`src/verilog/dosel_pkg.sv`:
```
// Function
// Mode change only when stopped, starts off.
// Nonzero startup setting starts in network mode.
// Network parameter writes accepted only in network mode.
// Startup setting applies after next reset only.
// Panel may write startup setting in any mode.
// Setting 0/0: terminal start, no panel-network hop.
// Select 1: panel mode start, held permanently.
// Select 2: terminal/network switching only, panel refused.
// Select 3 or 4: combined mode, switching refused.
// Select 6: free switching even while running.
// Select 7: lock off forces terminal mode.
// Startup 1/2 starts network; switching as 0.
// Startup 10/12, select 0: panel-network switching only.
// Startup 10/12, select 2: network mode held.
// Startup 10/12, select 6: panel-network while running.
// Panel-network switching from panel or switch input.
// Coast time not 9999 resumes after power dip.
// Startup 1/10 clears active start on dip.
// Startup 10/12 other selects behave like 0.
package dosel_pkg;

	// ----------------------------------------------------------------
	// Register map and field layout
	// ----------------------------------------------------------------
	localparam int          DATA_W         = 16;
	localparam int          ADDR_W         = 3;
	localparam logic [2:0]  REG_STARTUP    = 3'h0;
	localparam logic [2:0]  REG_MODESEL    = 3'h1;
	localparam logic [2:0]  REG_COAST      = 3'h2;
	localparam logic [2:0]  REG_MODE_REQ   = 3'h3;
	localparam logic [2:0]  REG_STATUS     = 3'h4;
	localparam int          ST_MODE_LSB    = 0;
	localparam int          ST_REFUSED_BIT = 2;
	localparam int          ST_NETEN_BIT   = 3;
	localparam int          ST_ACTIVE_LSB  = 8;

	// ----------------------------------------------------------------
	// Reset values and setting codes
	// ----------------------------------------------------------------
	localparam logic [7:0]  STARTUP_RST    = 8'h00;
	localparam logic [3:0]  MODESEL_RST    = 4'h0;
	localparam logic [15:0] COAST_NONE     = 16'h270f;
	localparam logic [15:0] COAST_RST      = 16'h270f;
	localparam logic [7:0]  SU_0           = 8'h00;
	localparam logic [7:0]  SU_1           = 8'h01;
	localparam logic [7:0]  SU_2           = 8'h02;
	localparam logic [7:0]  SU_10          = 8'h0a;
	localparam logic [7:0]  SU_12          = 8'h0c;
	localparam logic [3:0]  MS_0           = 4'h0;
	localparam logic [3:0]  MS_1           = 4'h1;
	localparam logic [3:0]  MS_2           = 4'h2;
	localparam logic [3:0]  MS_3           = 4'h3;
	localparam logic [3:0]  MS_4           = 4'h4;
	localparam logic [3:0]  MS_6           = 4'h6;
	localparam logic [3:0]  MS_7           = 4'h7;

	// ----------------------------------------------------------------
	// Types
	// ----------------------------------------------------------------
	typedef enum logic [1:0] {
		MODE_TERMINAL,
		MODE_PANEL,
		MODE_NETWORK,
		MODE_COMBINED
	} dosel_mode_e;

	typedef struct packed {
		logic [7:0]  startup_set;
		logic [7:0]  startup_act;
		logic [3:0]  modesel;
		logic [15:0] coast;
		dosel_mode_e mode;
		logic        refused;
		logic        net_en;
		logic        pu_prev;
		logic        init;
		logic [15:0] rdata;
		logic        net_ack;
		logic        net_nak;
		logic        resume;
		logic        start_clear;
	} dosel_state_s;

endpackage

```
`src/verilog/dosel_start_decode.sv`:
```
`timescale 1ns/1ps
// ----------------------------------------------------------------
// Starting mode at power-on, reset and power recovery
// ----------------------------------------------------------------
module dosel_start_decode (
	input  wire logic [7:0]          startup_in,
	input  wire logic [3:0]          modesel_in,
	input  wire logic                lock_in,
	output dosel_pkg::dosel_mode_e   mode_out
);

	logic su_net;

	// Startup codes 1 and 2 honour the lock input under select 7; 10 and 12 do not.
	assign su_net = (startup_in == dosel_pkg::SU_1) || (startup_in == dosel_pkg::SU_2);

	// Select decides first, the startup code only picks terminal or network.
	always_comb begin
		if (modesel_in == dosel_pkg::MS_1) begin
			mode_out = dosel_pkg::MODE_PANEL;
		end else if (modesel_in == dosel_pkg::MS_3 || modesel_in == dosel_pkg::MS_4) begin
			mode_out = dosel_pkg::MODE_COMBINED;
		end else if (modesel_in == dosel_pkg::MS_7) begin
			mode_out = (su_net && lock_in) ? dosel_pkg::MODE_NETWORK : dosel_pkg::MODE_TERMINAL; // see R12
		end else if (startup_in != dosel_pkg::SU_0) begin
			mode_out = dosel_pkg::MODE_NETWORK;
		end else begin
			mode_out = dosel_pkg::MODE_TERMINAL;
		end
	end

endmodule

```
`src/verilog/dosel_mode_ctrl.sv`:
```
`timescale 1ns/1ps
// ----------------------------------------------------------------
// Drive operation mode selector
// ----------------------------------------------------------------
module dosel_mode_ctrl (
	input  wire logic        clk_in,
	input  wire logic        rst_in,
	input  wire logic [2:0]  addr_in,
	input  wire logic [15:0] wdata_in,
	input  wire logic        wr_in,
	input  wire logic        rd_in,
	input  wire logic        drive_reset_in,
	input  wire logic        power_restore_in,
	input  wire logic        running_in,
	input  wire logic        forward_start_input_in,
	input  wire logic        reverse_start_input_in,
	input  wire logic        mode_lock_input_in,
	input  wire logic        pu_net_switch_input_in,
	input  wire logic        panel_mode_req_in,
	input  wire logic [1:0]  panel_mode_tgt_in,
	input  wire logic        panel_startup_wr_in,
	input  wire logic [7:0]  panel_startup_data_in,
	input  wire logic        net_write_req_in,
	output logic [15:0]      rdata_out,
	output logic [1:0]       mode_out,
	output logic             net_write_en_out,
	output logic             net_write_ack_out,
	output logic             net_write_nak_out,
	output logic             refused_out,
	output logic             resume_out,
	output logic             start_clear_out
);

	// ----------------------------------------------------------------
	// Helpers
	// ----------------------------------------------------------------
	function automatic logic is_wide(input logic [7:0] su);
		return (su == dosel_pkg::SU_10) || (su == dosel_pkg::SU_12);
	endfunction

	// Decides whether a switch from cur to tgt may be carried out now.
	function automatic logic allow_switch(
		input logic [7:0]            su,
		input logic [3:0]            sel,
		input dosel_pkg::dosel_mode_e cur,
		input dosel_pkg::dosel_mode_e tgt,
		input logic                  by_panel,
		input logic                  stopped
	);
		logic ok;
		logic pn;
		pn = ((cur == dosel_pkg::MODE_PANEL) && (tgt == dosel_pkg::MODE_NETWORK)) ||
		     ((cur == dosel_pkg::MODE_NETWORK) && (tgt == dosel_pkg::MODE_PANEL));
		ok = 1'b0;
		if (tgt == cur || tgt == dosel_pkg::MODE_COMBINED || cur == dosel_pkg::MODE_COMBINED) begin
			ok = 1'b0;
		end else if (is_wide(su) && (sel == dosel_pkg::MS_0 || sel == dosel_pkg::MS_6)) begin
			ok = pn && by_panel; // see R13 see R15
		end else if (is_wide(su) && sel == dosel_pkg::MS_2) begin
			ok = 1'b0;
		end else begin
			case (sel)
				dosel_pkg::MS_0,
				dosel_pkg::MS_7: ok = !pn; // see R6 see R11 see R12
				dosel_pkg::MS_2: ok = (tgt != dosel_pkg::MODE_PANEL) && (cur != dosel_pkg::MODE_PANEL);
				dosel_pkg::MS_6: ok = 1'b1;
				default:         ok = 1'b0;
			endcase
		end
		// Only select 6 lets a switch happen with the motor turning.
		if (sel != dosel_pkg::MS_6 && !stopped) begin
			ok = 1'b0;
		end
		return ok;
	endfunction

	// ----------------------------------------------------------------
	// State and decode
	// ----------------------------------------------------------------
	localparam dosel_pkg::dosel_state_s ST_RST = '{
		startup_set: dosel_pkg::STARTUP_RST,
		startup_act: dosel_pkg::STARTUP_RST,
		modesel:     dosel_pkg::MODESEL_RST,
		coast:       dosel_pkg::COAST_RST,
		mode:        dosel_pkg::MODE_TERMINAL,
		refused:     1'b0,
		net_en:      1'b0,
		pu_prev:     1'b0,
		init:        1'b1,
		rdata:       16'h0000,
		net_ack:     1'b0,
		net_nak:     1'b0,
		resume:      1'b0,
		start_clear: 1'b0
	};

	dosel_pkg::dosel_state_s st_r;
	dosel_pkg::dosel_state_s st_nxt;
	dosel_pkg::dosel_mode_e  dec_mode;
	dosel_pkg::dosel_mode_e  req_tgt;
	logic [7:0]              dec_su;
	logic                    req_v;
	logic                    req_panel;
	logic                    pu_edge;
	logic                    stopped;
	logic                    forced;
	logic                    start_active;
	logic                    clear_case;

	// On the start-up cycle the pending setting is used, since it is being latched right then.
	assign dec_su       = st_r.init ? st_r.startup_set : st_r.startup_act;
	assign stopped      = !running_in && !forward_start_input_in && !reverse_start_input_in;
	assign forced       = (st_r.modesel == dosel_pkg::MS_7) && !mode_lock_input_in;
	assign pu_edge      = pu_net_switch_input_in != st_r.pu_prev;
	assign start_active = forward_start_input_in || reverse_start_input_in;
	assign clear_case   = start_active &&
	                      (st_r.startup_act == dosel_pkg::SU_1 || st_r.startup_act == dosel_pkg::SU_10);

	dosel_start_decode u_start (
		.startup_in (dec_su),
		.modesel_in (st_r.modesel),
		.lock_in    (mode_lock_input_in),
		.mode_out   (dec_mode)
	);

	// One request per cycle; the switch input beats the panel keys, which beat software.
	always_comb begin
		req_v     = 1'b0;
		req_panel = 1'b0;
		req_tgt   = dosel_pkg::MODE_TERMINAL;
		if (pu_edge) begin
			req_v     = 1'b1;
			req_panel = 1'b1;
			req_tgt   = pu_net_switch_input_in ? dosel_pkg::MODE_PANEL : dosel_pkg::MODE_NETWORK;
		end else if (panel_mode_req_in) begin
			req_v     = 1'b1;
			req_panel = 1'b1;
			req_tgt   = dosel_pkg::dosel_mode_e'(panel_mode_tgt_in);
		end else if (wr_in && addr_in == dosel_pkg::REG_MODE_REQ) begin
			req_v     = 1'b1;
			req_tgt   = dosel_pkg::dosel_mode_e'(wdata_in[1:0]);
		end
	end

	// ----------------------------------------------------------------
	// Next state
	// ----------------------------------------------------------------
	always_comb begin
		st_nxt             = st_r;
		st_nxt.pu_prev     = pu_net_switch_input_in;
		st_nxt.rdata       = 16'h0000;
		st_nxt.net_ack     = 1'b0;
		st_nxt.net_nak     = 1'b0;
		st_nxt.resume      = 1'b0;
		st_nxt.start_clear = 1'b0;

		// Register writes; the startup code only lands in the pending copy.
		if (wr_in) begin
			case (addr_in)
				dosel_pkg::REG_STARTUP: st_nxt.startup_set = wdata_in[7:0];
				dosel_pkg::REG_MODESEL: st_nxt.modesel = wdata_in[3:0];
				dosel_pkg::REG_COAST:   st_nxt.coast = wdata_in;
				dosel_pkg::REG_STATUS:  st_nxt.refused = st_r.refused && !wdata_in[dosel_pkg::ST_REFUSED_BIT];
				default:                st_nxt.coast = st_r.coast;
			endcase
		end
		// The panel reaches the startup code whatever the current mode.
		if (panel_startup_wr_in) begin
			st_nxt.startup_set = panel_startup_data_in;
		end

		// Read data appear one cycle after the strobe; unmapped reads give zero.
		if (rd_in) begin
			case (addr_in)
				dosel_pkg::REG_STARTUP:  st_nxt.rdata = {8'h00, st_r.startup_set};
				dosel_pkg::REG_MODESEL:  st_nxt.rdata = {12'h000, st_r.modesel};
				dosel_pkg::REG_COAST:    st_nxt.rdata = st_r.coast;
				dosel_pkg::REG_MODE_REQ: st_nxt.rdata = {14'h0000, st_r.mode};
				dosel_pkg::REG_STATUS:   st_nxt.rdata = {st_r.startup_act, 4'h0, st_r.net_en,
				                                          st_r.refused, st_r.mode};
				default:                 st_nxt.rdata = 16'h0000;
			endcase
		end

		// Mode sequencing: start-up, power recovery, forced terminal, then requests.
		if (st_r.init) begin
			st_nxt.startup_act = st_r.startup_set;
			st_nxt.mode        = dec_mode; // see R2
			st_nxt.init        = 1'b0;
		end else if (power_restore_in) begin
			st_nxt.mode        = dec_mode;
			st_nxt.start_clear = clear_case;
			st_nxt.resume      = (st_r.coast != dosel_pkg::COAST_NONE) && !clear_case;
		end else if (forced) begin
			st_nxt.mode = dosel_pkg::MODE_TERMINAL;
		end else if (req_v) begin
			if (allow_switch(st_r.startup_act, st_r.modesel, st_r.mode, req_tgt, req_panel, stopped)) begin
				st_nxt.mode = req_tgt;
			end else begin
				st_nxt.refused = 1'b1; // Set beats a clear in the same cycle.
			end
		end
		if (drive_reset_in) begin
			st_nxt.init = 1'b1;
		end

		// Network parameter writes are acknowledged only while in network mode, refused otherwise.
		st_nxt.net_en  = st_nxt.mode == dosel_pkg::MODE_NETWORK;
		st_nxt.net_ack = net_write_req_in && st_r.net_en;
		st_nxt.net_nak = net_write_req_in && !st_r.net_en;
	end

	// ----------------------------------------------------------------
	// State register and outputs
	// ----------------------------------------------------------------
	always_ff @(posedge clk_in) begin
		if (rst_in) begin
			st_r <= ST_RST;
		end else begin
			st_r <= st_nxt;
		end
	end

	assign rdata_out         = st_r.rdata;
	assign mode_out          = st_r.mode;
	assign net_write_en_out  = st_r.net_en;
	assign net_write_ack_out = st_r.net_ack;
	assign net_write_nak_out = st_r.net_nak;
	assign refused_out       = st_r.refused;
	assign resume_out        = st_r.resume;
	assign start_clear_out   = st_r.start_clear;

	logic quiet;
	assign quiet = !st_r.init && !power_restore_in;
endmodule

```
`config.mk`:
```
export PLATFORM = sky130hd
export DESIGN_NAME = dosel_mode_ctrl
export DESIGN_NICKNAME = d
export VERILOG_FILES = /design/src/verilog/dosel_pkg.sv /design/src/verilog/dosel_start_decode.sv /design/src/verilog/dosel_mode_ctrl.sv
export SDC_FILE = /design/constraint.sdc
export NUM_CORES = 1
export LEC_CHECK = 0
export BUFFER_PORTS_ARGS = -buffer_cell sky130_fd_sc_hd__buf_2
export CAP_MARGIN = 20
export CORE_UTILIZATION = 59
export CTS_CLUSTER_DIAMETER = 40
export DETAILED_ROUTE_END_ITERATION = 7
export GPL_TIMING_DRIVEN = 0
export PLACE_DENSITY_LB_ADDON = 0.1
export SLEW_MARGIN = 20
export SYNTH_ARGS = -nofsm -noshare
export SYNTH_HDL_FRONTEND = slang
export SYNTH_HIERARCHICAL = 1
export SYNTH_SLANG_ARGS = --single-unit
```
`constraint.sdc`:
```
create_clock -name clk_in -period 4.8 [get_ports clk_in]
set_input_delay 0.24 -clock clk_in [delete_from_list [all_inputs] [get_ports clk_in]]
set_output_delay 0.24 -clock clk_in [all_outputs]
set_load 0.01 [all_outputs]
```
# After elaboration in Yosys (flattened, before gate mapping)
# Cells that the tools add are included.
[op_classes]
eq_ne = 28
n_mux = 40
reduce_logical = 46
bitwise = 2
[ops]
columns = ["operator", "n"]
rows = [
  ["$pmux 16 s5", 1],
  ["$mux 8", 4],
  ["$mux 2", 13],
  ["$mux 1", 20],
  ["$logic_and 1x1->1", 17],
  ["$eq 8x1->1 const B", 2],
  ["$eq 8x4->1 const B", 2],
  ["$ne 16x14->1 const B", 1],
  ["$eq 4x3->1 const B", 3],
  ["$eq 2x2->1 const B", 5],
  ["$logic_not 1->1", 9],
  ["$logic_or 1x1->1", 9],
  ["$eq 4x2->1 const B", 2],
  ["$eq 8x2->1 const B", 1],
  ["$reduce_bool 8->1", 1],
  ["$eq 3x2->1 const B", 2],
  ["$reduce_and 2->1", 3],
  ["$eq 2x1->1 const B", 2],
  ["$eq 4x1->1 const B", 1],
  ["$logic_not 4->1", 1],
  ["$ne 2x1->1 const B", 2],
  ["$ne 4x3->1 const B", 1],
  ["$reduce_bool 2->1", 2],
  ["$reduce_or 2->1", 2],
  ["other kinds (9)", 10],
]
[word_totals]
output_inout_bits = 24
in_bits = 43
ff_bits = 62

# Longest topological paths before layout
# Gate-level depths: netlist (run 1).
[depth]
word_depth = 24
mapped_depth = 10
ltp_nobuf = 8

# Cells and area by module
# The synthesis (run 1) kept the hierarchy.
[by_module_without_submodules]
columns = ["mod", "area_each_um2", "n_inst", "cells_each"]
rows = [
  ["dosel_mode_ctrl", 3039.2, 1, 359],
  ["dosel_start_decode", 100.1, 1, 16],
]

# Least setup slack after synthesis (run 1)
# Ideal clock, no wire load.
[synth_timing]
path_type = "register to register"
from = "register st_r[52] in the netlist's numbering"
to = "register st_r (netlist bit mode_out[1])"
required_ns = 4.680
stages_incl_launch_ff = 9
period_less_slack_ns = 2.879
slack_ns = 1.921
arrival_time_ns = 2.759
n_path_buf = 0
cell_sequence = "dfxtp_1 > or4_4 > or4b_4 > a211o_1 > maj3_2 > a22oi_2 > nor4_2 > mux2_4 > or2_1"
[synth_between]
elab_chain_len = 16
word_cells_on_any_way = 29
cone_classes = "4 x eq/ne; 19 x mux; 6 x reduce/logical"
[synth_lines]
columns = ["element", "line_no", "source"]
rows = [
  ["from (decl)", "dosel_mode_ctrl.sv:97", "dosel_pkg::dosel_state_s st_r;"],
  ["from (signal assigned)", "dosel_mode_ctrl.sv:220", "st_r <= st_nxt;"],
  ["$eq 8x4->1", "dosel_mode_ctrl.sv:38", "return (su == dosel_pkg::SU_10) || (su == dosel_pkg::SU_12);"],
  ["$logic_or 1x1->1", "dosel_mode_ctrl.sv:38", ""],
  ["$logic_and 1x1->1", "dosel_mode_ctrl.sv:59", "end else if (is_wide(su) && sel == dosel_pkg::MS_2) begin"],
  ["$mux 1", "dosel_mode_ctrl.sv:59", ""],
  ["$mux 1", "dosel_mode_ctrl.sv:57", "end else if (is_wide(su) && (sel == dosel_pkg::MS_0 || sel == dosel_pkg::MS_6)) begin"],
  ["$mux 1", "dosel_mode_ctrl.sv:55", "if (tgt == cur || tgt == dosel_pkg::MODE_COMBINED || cur == dosel_pkg::MODE_COMBINED) begin"],
  ["$mux 1", "dosel_mode_ctrl.sv:71", "if (sel != dosel_pkg::MS_6 && !stopped) begin"],
  ["$mux 1", "dosel_mode_ctrl.sv:196", "end else if (req_v) begin"],
  ["$mux 1", "dosel_mode_ctrl.sv:194", "end else if (forced) begin"],
  ["$mux 1", "dosel_mode_ctrl.sv:190", "end else if (power_restore_in) begin"],
  ["$mux 1", "dosel_mode_ctrl.sv:186", "if (st_r.init) begin"],
  ["$mux 2", "dosel_mode_ctrl.sv:197", "if (allow_switch(st_r.startup_act, st_r.modesel, st_r.mode, req_tgt, req_panel, stopped)) begin"],
  ["$mux 3", "dosel_mode_ctrl.sv:196", ""],
  ["$mux 2", "dosel_mode_ctrl.sv:194", ""],
  ["$mux 2", "dosel_mode_ctrl.sv:190", ""],
  ["$mux 2 *", "dosel_mode_ctrl.sv:186", ""],
]
# Mark *: on every way between the ends. The rest lies on a longest branch, timed or not. The select of a mux whose other input is x is not followed.
# A chain may end at the register's enable or synchronous reset.

# Final worst setup path (run 1)
# Ends and elaborated chain as after synthesis.

==> reports/summary.md, run 1 <==
The overall global routing resource usage was 0.291. The most used flip-flop cell after synthesis is dfxtp_1. Startpoint of the worst register-to-register path: st_r[52]. The tools report the count of buffers added by post-CTS timing repair for setup as 0. The number of gates given a new drive strength after cts is 0. The min-delay analysis places its worst path in the category in2reg. Routability-driven placement finished with a final weighted congestion of 0.899. The area added between synthesis and finish came out at 19.5%. Entering global routing, the biggest net connects 14 pins.

The final routed DRC violation total is 0. The count of buffers from port buffering works out to 63. The fraction of the yosys area taken by sequential cells is 0.395.

The flow ran to the end, and the final reports show no timing, DRC or antenna violations. At the pin with the least slew margin, the transition time is 0.635 ns. The path with the worst hold slack has its endpoint at st_r[20]. On the critical path, the stage with the largest delay is an instance of or4b_4. The tools report the number of antenna violations at the first check in global routing as 0. The number of search-and-repair iterations in the first detailed-routing pass was 5; the setup TNS was 0 ns.

Derived from the worst setup path, the maximum achievable clock frequency is 331 MHz. The core region is 5110 um^2. In this run the worst path has a maximum fanout of 3. For the total number of nets in the final design, the log shows 492. The proportion of netlist area held by the largest area contributor was 0.395. The worst hold path begins at drive_reset_in.

The share of power burned in the clock network is 0.396. The number of different library cells used by synthesis comes to 51. The number of diodes was 0; the synthesized area per cell was 8.37 um^2. The proportion of total power due to net switching was 0.263. Counting instances, the worst hold path has a depth of 2. Clock tree synthesis found a total of 62 sinks. The utilization of the core after routing is 0.734, and the first-iteration detailed-routing DRC count is 262. The logs give 0.00930 ns for the final clock skew and 67 for the boundary pin count.

The slack of the worst reg-to-reg path is 1.78 ns. In this run the power density over the cells is 311 nW/um^2. The run gives 524 as the number of standard cells in the final layout excluding fillers.

Path type of the worst setup path: reg2reg. Counting along the longest clock path gives a buffer depth of 2. The count of endpoints failing hold in the final timing report is 0, and the number of nets in the synthesized netlist is 418. For the power share of the sequential group, the log shows 0.474. Count of buffering cells on the critical path with inverters included: 0. For this design, the CTS-stage hold fixing added 0 buffers. The tools report the internal power contribution as 0.859 mW. For the finished layout, the period the worst path requires is 3.02 ns. Sorting the synthesized cells by area gives the leading types as dfxtp_1, nor2_1, mux2i_1, nand2_1, a21oi_1. For this block, the routed nets add up to 7510 um of wire. After synthesis, the most frequently instantiated cells are dfxtp_1, nor2_1, nand2_1. TritonCTS built the clock tree. For this run, the slowest stage of the critical path takes 0.56 ns. The fraction of registers with async set/reset is 0, and the routed via count is 2830.

Data on the critical path arrives at its endpoint at 3.24 ns. Yosys mapped a number of flops with a built-in enable equal to 0. In this run the critical register-to-register path is captured at mode_out[1]. After floorplanning, the core was divided into 26 placement rows. Category of cells accounting for the largest share of critical-path delay: simple AND/OR/NAND/NOR gates.

In the routed layout, each cell is associated on average with a via count of 5.40. The total overflow left after global routing is 0. Once detail routing completed, the nets flagged for antenna violations numbered 0. The effective utilization at floorplan is 0.615. Max-slew violation count: 0.

The path depth of the worst reg2reg path works out to 8. The worst setup path is launched from a flip-flop. The horizontal extent of the die came out at 74.9 um.

In this run, synthesis produced a sequential element count of 62. The final cycle utilization of the critical path was 0.629; the switching power of the nets was 0.306 mW. The run gives 375 as the instance count of the mapped netlist. The die covers 5620 um^2. The total half-perimeter wirelength after legalization and detailed placement is 5750 um.

The worst slew margin relative to its limit came out at 0.572. In the post-synthesis netlist, the cell with the most instances is dfxtp_1. The tools report the leakage component of the power as 1.58 nW.

The run gives 9 as the clock buffer count from CTS. Clock latency on the worst-skew pair, taken at its later pin, is 0.34 ns. The average wire per standard cell was 14.3 um. Walking the worst path, the cells encountered are or4_4 > or4b_4 > a211o_1 > maj3_1 > a22oi_2 > nor4_2 > mux2_4 > or2_1. Yosys printed 6 warnings.

The tools report the clock root buffer master as clkbuf_8. For the cell area after technology mapping, the log shows 3140 um^2. In the post-route analysis, the smallest setup slack over all paths is 1.78 ns. Prior to clock tree synthesis, the placed netlist has a worst setup slack of 1.67 ns. The required time of the worst setup path is 5.02 ns. The logic gate share of total power was 0.131; the number of global-route vias before repair was 2484. The run gives 12000 um as the global-route wire length before repair. The tools report the number of placed instances with taps included as 508.

For the number of H-tree levels, the log shows 3. The element type at the critical path end was a flip-flop. Setup repair after global routing left no endpoint under its margin. Across the run, the number of max-cap violations was 0. The share of layout cells above drive strength 1 works out to 0.269. Of all cell types, the one taking the most synthesized area is dfxtp_1. The run gives 0 as the final number of setup-violating endpoints.

The die is 74.9 um tall. The peak supply drop is 0.250 mV. The clock-pin slew on the worst setup and hold paths is 0.07 ns.
sequential cells by signal, summed over array words and instances, names as in the netlist:
name               cells
net_write_en_out       1
st_r                  38
mode_out               2
start_clear_out        1
refused_out            1
resume_out             1
net_write_ack_out      1
rdata_out             16
net_write_nak_out      1
worst reg2reg max path, cell delays in order (launching register included):
cell and delay (ns):
dfxtp_1 0.33, or4_4 0.53, or4b_4 0.56, a211o_1 0.32
maj3_1 0.37, a22oi_2 0.17, nor4_2 0.10, mux2_4 0.32
or2_1 0.22
metrics by stage:
step / total power [mW] / hold slack (ns) / area [um^2]
CTS: 1.17 / 0.0881 / 3750
global placement: 0.710 / 0.438 / 3540
detailed placement: 0.712 / 0.432 / 3540
finish: 1.16 / 0.0928 / 3750
global route: 1.21 / 0.0826 / 3750
floorplan: 0.658 / 0.344 / 3140
layout by cell type, fill, tap and decap left out, drive strengths merged, types with 2 or more instances in the layout:
cell      netlist  routed
a211oi          2       2
a21oi          27      27
a22oi          10      10
a311o           2       2
a311oi          2       2
a31oi           5       5
and2            2       2
buf            20      83
clkbuf         19      29
clkinvlp        0       3
dfxtp          62      62
inv             4       5
maj3            3       3
mux2           10      10
mux2i          18      18
mux4            2       2
nand2          46      46
nand2b          6       6
nand3           2       2
nand3b         10      10
nand4           3       3
nand4b          3       3
nor2           57      57
nor2b          15      15
nor3            4       4
nor3b           2       2
nor4            4       4
nor4b           2       2
o211a           2       2
o21ai           8       8
or2             6       6
or3             4       4
or4             2       2
xnor2           2       2
cell families after synthesis:
family          after synthesis  synth area share
compound gates               63             0.128
xor+xnor                      3           0.00837
fa+ha+maj                     3           0.00996
buf+inv                      43            0.0729
flops                        62             0.395
mux                          30             0.109
simple gates                171             0.277
power groups by stage:
stage / Sequential [mW] / Clock [mW] / Combinational [mW]
after global routing: 0.553 / 0.492 / 0.169
after global placement: 0.563 / 0 / 0.147
after floorplan: 0.557 / 0 / 0.101
after detailed placement: 0.563 / 0 / 0.149
final: 0.552 / 0.461 / 0.152
after CTS: 0.551 / 0.467 / 0.151
how the worst max path moves through the flow:
stage,from,end,slack (ns),cells after the start
final,st_r[52],mode_out[1],1.78,8
after global routing,st_r[52],mode_out[1],1.69,8
after detailed placement,addr_in[1],mode_out[1],1.67,10
after CTS,st_r[52],mode_out[1],1.79,8
after global placement,addr_in[1],mode_out[1],1.70,10
after floorplan,st_r[52],mode_out[1],1.92,8
final cells by class:
type / instances / area (um^2)
plain buffers: 39 / 214
well taps: 70 / 87.6
inverters: 4 / 15.0
multi-input cells: 270 / 1670
clock inverters: 6 / 70.1
repair buffers: 63 / 315
fillers: 406 / 1360
flip-flops and latches: 62 / 1240
clock buffers: 10 / 138
per-layer routing:
| metal | vias to the layer above | wire length, um | GRT usage |
|---|---|---|---|
| met5 | - | 0 | 0 |
| met4 | 0 | 86 | 0.115 |
| met3 | 7 | 450 | 0.0562 |
| met2 | 98 | 3390 | 0.457 |
| met1 | 1289 | 3580 | 0.395 |
| li1 | 1436 | - | - |
Note: power is estimated with default switching activity, not from simulation.
==> inputs of run 2 (changes only) <==
Settings changed: ABC_AREA from default to 1, CORE_UTILIZATION 59 to 54.
Clock period 4.8 ns to 2.8 ns, I/O delays scaled along.
==> run 2 against run 1 <==
Effect of this change:
- sequential share of layout area increased by 1.7 points
- first-iteration DRC count increased by 3.4%
- sequential power increased by 72%
- largest power group unchanged
- highest routed layer unchanged
==> reports/summary.md, run 2 <==
The final clock skew came out at 0.00826 ns (-0.00104 ns). The tools report the startpoint of the lowest-slack hold path as drive_reset_in. For the cell area after technology mapping, the log shows 2980 um^2 (-5.2%).

The reported max-cap violation count was 0 (unchanged). The required time of the worst setup path was 3.03 ns (-1.99 ns); the number of flops mapped to enable cells by yosys was 0 (unchanged). The reg-to-reg critical path endpoint was mode_out[1]. The core footprint was 5200 um^2 (+1.9%).

The count of endpoints failing hold in the final timing report is 0 (unchanged). The logs give 0.572 (-0.0430) for the effective utilization at floorplan and 33 (-35%) for the number of distinct library cells after synthesis. The path depth of the worst reg2reg path is 12 (+4), and the leakage component of the power is 1.69 nW (+7.3%). The count of buffers added by post-CTS timing repair for setup was 0 (unchanged). The arrival time of the worst setup path is 2.14 ns (-1.10 ns), and the peak clock frequency supported by timing is 523 MHz (+58%).

The final cycle utilization of the critical path came out at 0.682 (+0.0530). The number of gates given a new drive strength after cts came out at 0 (unchanged). Of all cell types, the one taking the most synthesized area is dfxtp_1. The tools report the number of standard-cell rows in the floorplan as 26 (unchanged). The worst setup path is captured at a flip-flop.

CTS placed an instance of clkbuf_8 at the clock tree root. The run gives 9 (unchanged) as the clock buffer count from CTS. The total congestion overflow after global routing was 0 (unchanged); the synthesized flop and latch total was 62 (unchanged). The setup TNS came out at 0 ns (unchanged). The power per standard cell area was 549 nW/um^2 (+77%). The most repeated cell in the gate-level netlist after synthesis is nand2_1. The average wire per standard cell works out to 12.8 um (-11%). The number of nets in the synthesized netlist is 466 (+11%), and the number of diodes is 0 (unchanged). Setup repair after global routing left no endpoint under its margin. The max-slew violation count was 0 (unchanged). The proportion of netlist area held by the largest area contributor is 0.417 (+0.0218). For the number of placed instances with taps included, the log shows 558 (+9.8%). The instance count of the mapped netlist was 423 (+13%). TritonCTS built the clock tree. The flip-flop count of the largest register after layout was 38 (unchanged); the worst-skew pair later-pin latency was 0.33 ns (about the same).

The fraction of the yosys area taken by sequential cells was 0.417 (+0.0218); the number of antenna violations at the first check in global routing was 0 (unchanged). The tools report the slack of the worst reg-to-reg path as 0.89 ns (-0.89 ns). The share of layout cells above drive strength 1 was 0.234 (-0.0346); the minimum period implied by the final worst setup slack was 1.91 ns (-1.11 ns). The clock-pin slew on the worst setup and hold paths came out at 0.06 ns (about the same).

The tools report the pin count of the biggest net entering global routing as 11 (-3). The logs give 2990 (+5.7%) for the routed via count and 0 (unchanged) for the number of buffers inserted by hold repair at cts. The flow ran to the end, and the final reports show no timing, DRC or antenna violations.

Leaving out fill and tap cells, the most frequent cell in the layout is nand2_1. The peak supply drop came out at 0.372 mV (+49%). The synthesized area per cell was 7.03 um^2 (-16%); the utilization of the core after routing was 0.686 (-0.0481). The die outline height is 76.2 um (+1.7%), and the maximum fanout count along the critical path is 4 (+1). The final routed DRC violation total came out at 0 (unchanged). The boundary pin count came out at 67 (unchanged). The run gives 0.622 (+0.0502) as the worst slew margin relative to its limit.

In the layout the commonest cells are nand2_1, buf_2, dfxtp_1. The tools report the number of clock sinks as 62 (unchanged). The number of H-tree levels is 3 (unchanged). For the final weighted congestion in routability-driven placement, the log shows 0.876 (-2.5%). The via count normalized by instance count was 5.21 (-3.5%).

The count of antenna-violating nets left after detailed routing is 0 (unchanged). The startpoint of the worst register-to-register path was st_r[52]. The run gives 5670 um (-1.3%) as the total half-perimeter wirelength after legalization and detailed placement. Slew of the pin with the lowest slew margin: 0.552 ns (-0.0829 ns).

The logs give 5810 um^2 (+3.5%) for the die area and 0.270 (-0.0212) for the overall global routing resource usage. The critical path is of the reg2reg type. The cell depth of the worst min-delay path is 2 (unchanged).

The tools report the final number of setup-violating endpoints as 0 (unchanged). The tools report the number of global-route vias before repair as 2643 (+6.4%). Count of buffers from port buffering: 65 (+3.2%).

The wire length reported by the detailed router is 7360 um (-2.0%). The area added between synthesis and finish was 20.0%; the fraction of registers with async set/reset was 0 (unchanged). Number of search-and-repair iterations in the first detailed-routing pass: 5 (unchanged). The worst hold path terminates at st_r[20].

The count of synthesis-stage warnings from yosys came out at 6 (unchanged). Startpoint type of the worst setup path: a flip-flop. First-iteration detailed-routing DRC count: 271 (+3.4%). The global-route wire length before repair is 12300 um (+2.8%). The most frequently used flop master after synthesis was dfxtp_1. The tightest min-delay check is of the in2reg type.

Number of standard cells in the final layout excluding fillers: 574 (+9.5%). The horizontal extent of the die works out to 76.2 um (+1.7%). Ranked by total cell area, the synthesized netlist is headed by dfxtp_1, nand2_1, a21oi_1, inv_1, nor2_1. For the worst-case hold slack, the log shows 0.00889 ns (-0.0839 ns).

Total number of nets in the final design: 542 (+10%). Sorting the synthesized cells by how often they occur yields nand2_1, dfxtp_1, inv_1. Register bank with the most flops: st_r.

The run gives 2 (unchanged) as the clock tree buffer depth.
[run 2: changes by cell type after synthesis, moves of 12 or more]
cell | before | now
mux2i_1 | 18 | 0
nor2b_1 | 15 | 0
clkbuf_1 | 19 | 7
nor2_1 | 57 | 39
nand2_1 | 46 | 101
inv_1 | 4 | 49
o21ai_0 | 8 | 25
nand3_1 | 2 | 18
[run 2: kinds of logic (layout without fill, tap and decap cells)]
kind of cell / Yosys count / count (layout) / share of synthesized area
AOI/OAI and AO/OA: 88 / 88 / 0.169
xor gates and xnor gates: 1 / 1 / 0.00294
DFF: 62 / 62 / 0.417
buffers and inverters: 80 / 161 / 0.130
and+or+nand+nor: 192 / 192 / 0.281
[run 2: layout make-up]
| cell class | instances | area, um^2 |
|---|---|---|
| multi-input cells | 281 | 1350 |
| repair buffers | 65 | 325 |
| flip-flops and latches | 62 | 1240 |
| clock buffers | 12 | 135 |
| inverters | 51 | 191 |
| clock inverters | 4 | 47.5 |
| plain buffers | 29 | 194 |
| fillers | 473 | 1630 |
| well taps | 70 | 87.6 |
[run 2: worst max path at each step]
| stage | from | to | slack [ns] | cells after the start |
|---|---|---|---|---|
| floorplan | st_r[21] | mode_out[1] | 1.24 | 19 |
| global placement | st_r[52] | mode_out[1] | 1.00 | 12 |
| detailed placement | st_r[52] | mode_out[1] | 0.96 | 12 |
| CTS | st_r[52] | mode_out[1] | 0.94 | 12 |
| global route | st_r[20] | mode_out[1] | 0.66 | 13 |
| finish | st_r[52] | mode_out[1] | 0.89 | 12 |
[run 2: where the power goes]
| part | switching (mW) | internal (mW) | total (mW) |
|---|---|---|---|
| clock network | 0.334 | 0.409 | 0.744 |
| logic | 0.164 | 0.103 | 0.267 |
| registers | 0.0299 | 0.918 | 0.948 |
| total | 0.528 | 1.43 | 1.96 |
[run 2: per-layer routing]
metal / global-route usage / wire length, um / vias to the layer above
met5: 0 / 0 / -
met4: 0.0923 / 124 / 0
met3: 0.0527 / 549 / 14
met2: 0.425 / 3320 / 124
met1: 0.367 / 3370 / 1340
li1: - / - / 1512
[run 2: worst max-delay path, stage by stage (launching register included)]
cell	delay (ns)
dfxtp_1	0.32
nor2_1	0.18
nand2_1	0.07
nor3_1	0.22
o21ai_0	0.24
a21oi_1	0.30
a21oi_4	0.11
nand3_2	0.09
nand2_1	0.05
nand3_1	0.06
nand2_1	0.06
nand2_2	0.08
inv_1	0.04
[run 2: metrics by stage]
stage               worst slack (ns)  area, um^2  power [mW]
floorplan                       1.24        2980        1.13
global placement                1.00        3390        1.22
detailed placement             0.958        3390        1.23
CTS                            0.935        3570        1.96
global route                   0.655        3570        2.04
finish                         0.890        3570        1.96
==> inputs of run 3 (changes only) <==
Settings changed: CORE_UTILIZATION 54 to 49.
Clock period 2.8 ns to 1.54 ns, I/O delays scaled along.
==> run 3 against run 2 <==
Effect of this change:
- the flow now finishes with violations (negative setup slack)
- worst setup slack worse by 1.1 ns
- clock skew down 0.00085 ns
- clock power up 65%
- critical path depth up 4
- first-iteration DRC count down 37%
- register-to-register slack worse by 1.1 ns
- core utilization down 3.3 points
- flip-flop and latch count unchanged
- combinational power up 110%
- die area up 9.9%
- fmax up 12%
- critical path type unchanged
- largest cell class unchanged
- highest routed layer unchanged
==> reports/summary.md, run 3 (synthesis results as in run 2) <==
The run finished, with violations left. The checks that failed: negative setup slack. The reported max-cap violation count is 0 (unchanged), and the area of all placed cells without fillers is 3840 um^2 (+7.7%). The wire length reported by the detailed router is 7900 um (+7.3%), and the clock buffer count from CTS is 9 (unchanged).

The logs give -0.164 ns (-1.05 ns) for the setup slack after layout and 67 (unchanged) for the boundary pin count. The run gives 0.506 (-0.0661) as the effective utilization at floorplan. Slowest stage cell on the critical path: dfxtp_2. The horizontal extent of the die works out to 79.9 um (+4.8%). The minimum period implied by the final worst setup slack was 1.70 ns (-0.207 ns); the peak per-stage delay on the critical path was 0.33 ns (about the same). The die area was 6390 um^2 (+9.9%). The leakage component of the power was 1.80 nW (+6.1%); the count of buffers from port buffering was 65 (unchanged).

TritonCTS built the clock tree. The die outline height was 79.9 um (+4.8%); the fill cell instance count of the final layout was 545 (+15%). The root buffer cell chosen for the clock tree is clkbuf_8. Setup repair after global routing could not meet its margin everywhere. The slew of the pin with the lowest slew margin came out at 0.636 ns (+0.0839 ns). The run gives 1.78 ns (-1.25 ns) as the required time of the worst setup path. The final routed DRC violation total was 0 (unchanged); the final cycle utilization of the critical path was 1.11 (+0.424). The number of placed instances with taps included is 563 (+0.90%), and the routed via count is 3104 (+3.8%). The first-iteration detailed-routing DRC count came out at 172 (-37%).

The maximum fanout count along the critical path is 4 (unchanged), and the count of endpoints failing hold in the final timing report is 0 (unchanged). The run gives 1.95 ns (-0.19 ns) as the arrival time of the worst setup path. Pin count of the biggest net entering global routing: 12 (+1). For the number of search-and-repair iterations in the first detailed-routing pass, the log shows 4 (-1). The average wire per standard cell is 13.2 um (+3.0%).

The tools report the number of antenna violations at the first check in global routing as 0 (unchanged). The total cell area at the placement stage is 3400 um^2 (+0.30%), and the peak clock frequency supported by timing is 587 MHz (+12%). The via count normalized by instance count is 5.19 (-0.35%), and the global-route wire length before repair is 12700 um (+2.9%). The utilization of the core after routing is 0.653 (-0.0328), and the power per standard cell area is 916 nW/um^2 (+67%). In the layout the commonest cells are nand2_1, buf_2, dfxtp_1. The clock-pin slew on the worst setup and hold paths is 0.07 ns (about the same). The area added between synthesis and finish is 29.2%. The tools report the final number of setup-violating endpoints as 4 (+4).

STA classifies the critical path endpoint as a flip-flop. The core footprint was 5890 um^2 (+13%). The peak supply drop was 0.571 mV (+53%). The setup TNS was -0.461 ns (-0.461 ns); the worst-skew pair later-pin latency was 0.34 ns (about the same). Number of global-route vias before repair: 2807 (+6.2%). The run gives 0.00741 ns (-0.000848 ns) as the final clock skew. The total congestion overflow after global routing is 0 (unchanged), and the total number of nets in the final design is 561 (+3.5%). The worst slew margin relative to its limit is 0.573 (-0.0496), and the cell depth of the worst min-delay path is 3 (+1).

Ranked by flip-flop count, first place goes to st_r. Share of layout cells above drive strength 1: 0.285 (+0.0508). The logs give 0 (unchanged) for the count of antenna-violating nets left after detailed routing and 5800 um (+2.2%) for the total half-perimeter wirelength after legalization and detailed placement.

The worst setup path is launched from a flip-flop. The final weighted congestion in routability-driven placement is 0.900 (+2.7%). The most frequent standard cell in the layout excluding fill and tap cells was nand2_1.

The run gives 0 (unchanged) as the max-slew violation count. Walking the worst path, the cells encountered are inv_2 > nand2_4 > a31oi_2 > nand2_2 > nand2_2 > nand2_4 > nand2_1 > nand2_1 > nand2_1 > nand2_2 > nand2_4 > nand3_2 > nand2_1 > nand3_2 > nand2_1 > nor2_2. The number of diodes came out at 0 (unchanged). The number of standard-cell rows in the floorplan is 28 (+7.7%), and the overall global routing resource usage is 0.264 (-0.00548).

By instance count, the cell type seen most on the critical path is nand2_1. Number of standard cells in the final layout excluding fillers: 598 (+4.2%). The flip-flop count of the largest register after layout works out to 38 (unchanged). The number of H-tree levels is 3 (unchanged), and the clock tree buffer depth is 2 (unchanged).

Path depth of the worst reg2reg path: 16 (+4). The worst-case hold slack was 0.00360 ns (-0.00529 ns); the number of clock sinks was 62 (unchanged). The min-delay analysis places its worst path in the category in2reg.

The critical path is of the reg2reg type.
==> run 3: area by class of cell <==
cell class | instances | area, um^2 | share of cell area
inverter | 51 | 194 | 0.0504
sequential | 62 | 1240 | 0.323
tap | 75 | 93.8 | 0.0244
buffer | 29 | 194 | 0.0504
timing repair buffer | 84 | 505 | 0.131
multi-input combinational | 281 | 1450 | 0.377
clock buffer | 10 | 128 | 0.0332
clock inverter | 6 | 38.8 | 0.0101
==> run 3: repair_timing <==
item	in CTS	in global routing
gates resized for setup	11	19
hold buffers	15	0
endpoints found under the hold margin	16	0
buffers inserted	3	1
setup endpoints to repair	4	6
pin swaps	7	2
==> run 3: metal layers <==
layer / track usage / vias to the layer above / wire length, um
met3: 0.0731 / 10 / 450
met5: 0 / - / 0
met2: 0.432 / 94 / 3710
met1: 0.335 / 1448 / 3650
li1: - / 1552 / -
met4: 0.0839 / 0 / 94
==> run 3: worst paths after layout <==
kind	slack [ns]	from	end
worst max-delay path	-0.16	st_r[21]	net_write_en_out
worst min-delay path	0.004	wdata_in[6]	st_r[60]
worst max register to register	-0.16	st_r[21]	net_write_en_out
worst min register to register	0.47	st_r[30]	rdata_out[4]
==> run 3: per-stage QoR <==
stage | worst slack (ns) | power [mW]
after floorplan | -0.0123 | 2.06
after global placement | -0.269 | 2.23
after detailed placement | -0.296 | 2.24
after CTS | -0.0964 | 3.49
after global routing | -0.266 | 3.69
final | -0.164 | 3.52
==> run 3: critical path, delay by kind of cell, from the launching register on <==
kind                   cells  cell delay (ns)
AOI/OAI and AO/OA          1             0.20
buffers and inverters      1             0.08
DFF                        1             0.33
and+or+nand+nor           14             0.99
==> run 3: where the power goes <==
group / switching (mW) / total [mW] / internal, mW
Clock: 0.649 / 1.23 / 0.577
Sequential: 0.0585 / 1.73 / 1.67
Combinational: 0.329 / 0.566 / 0.238
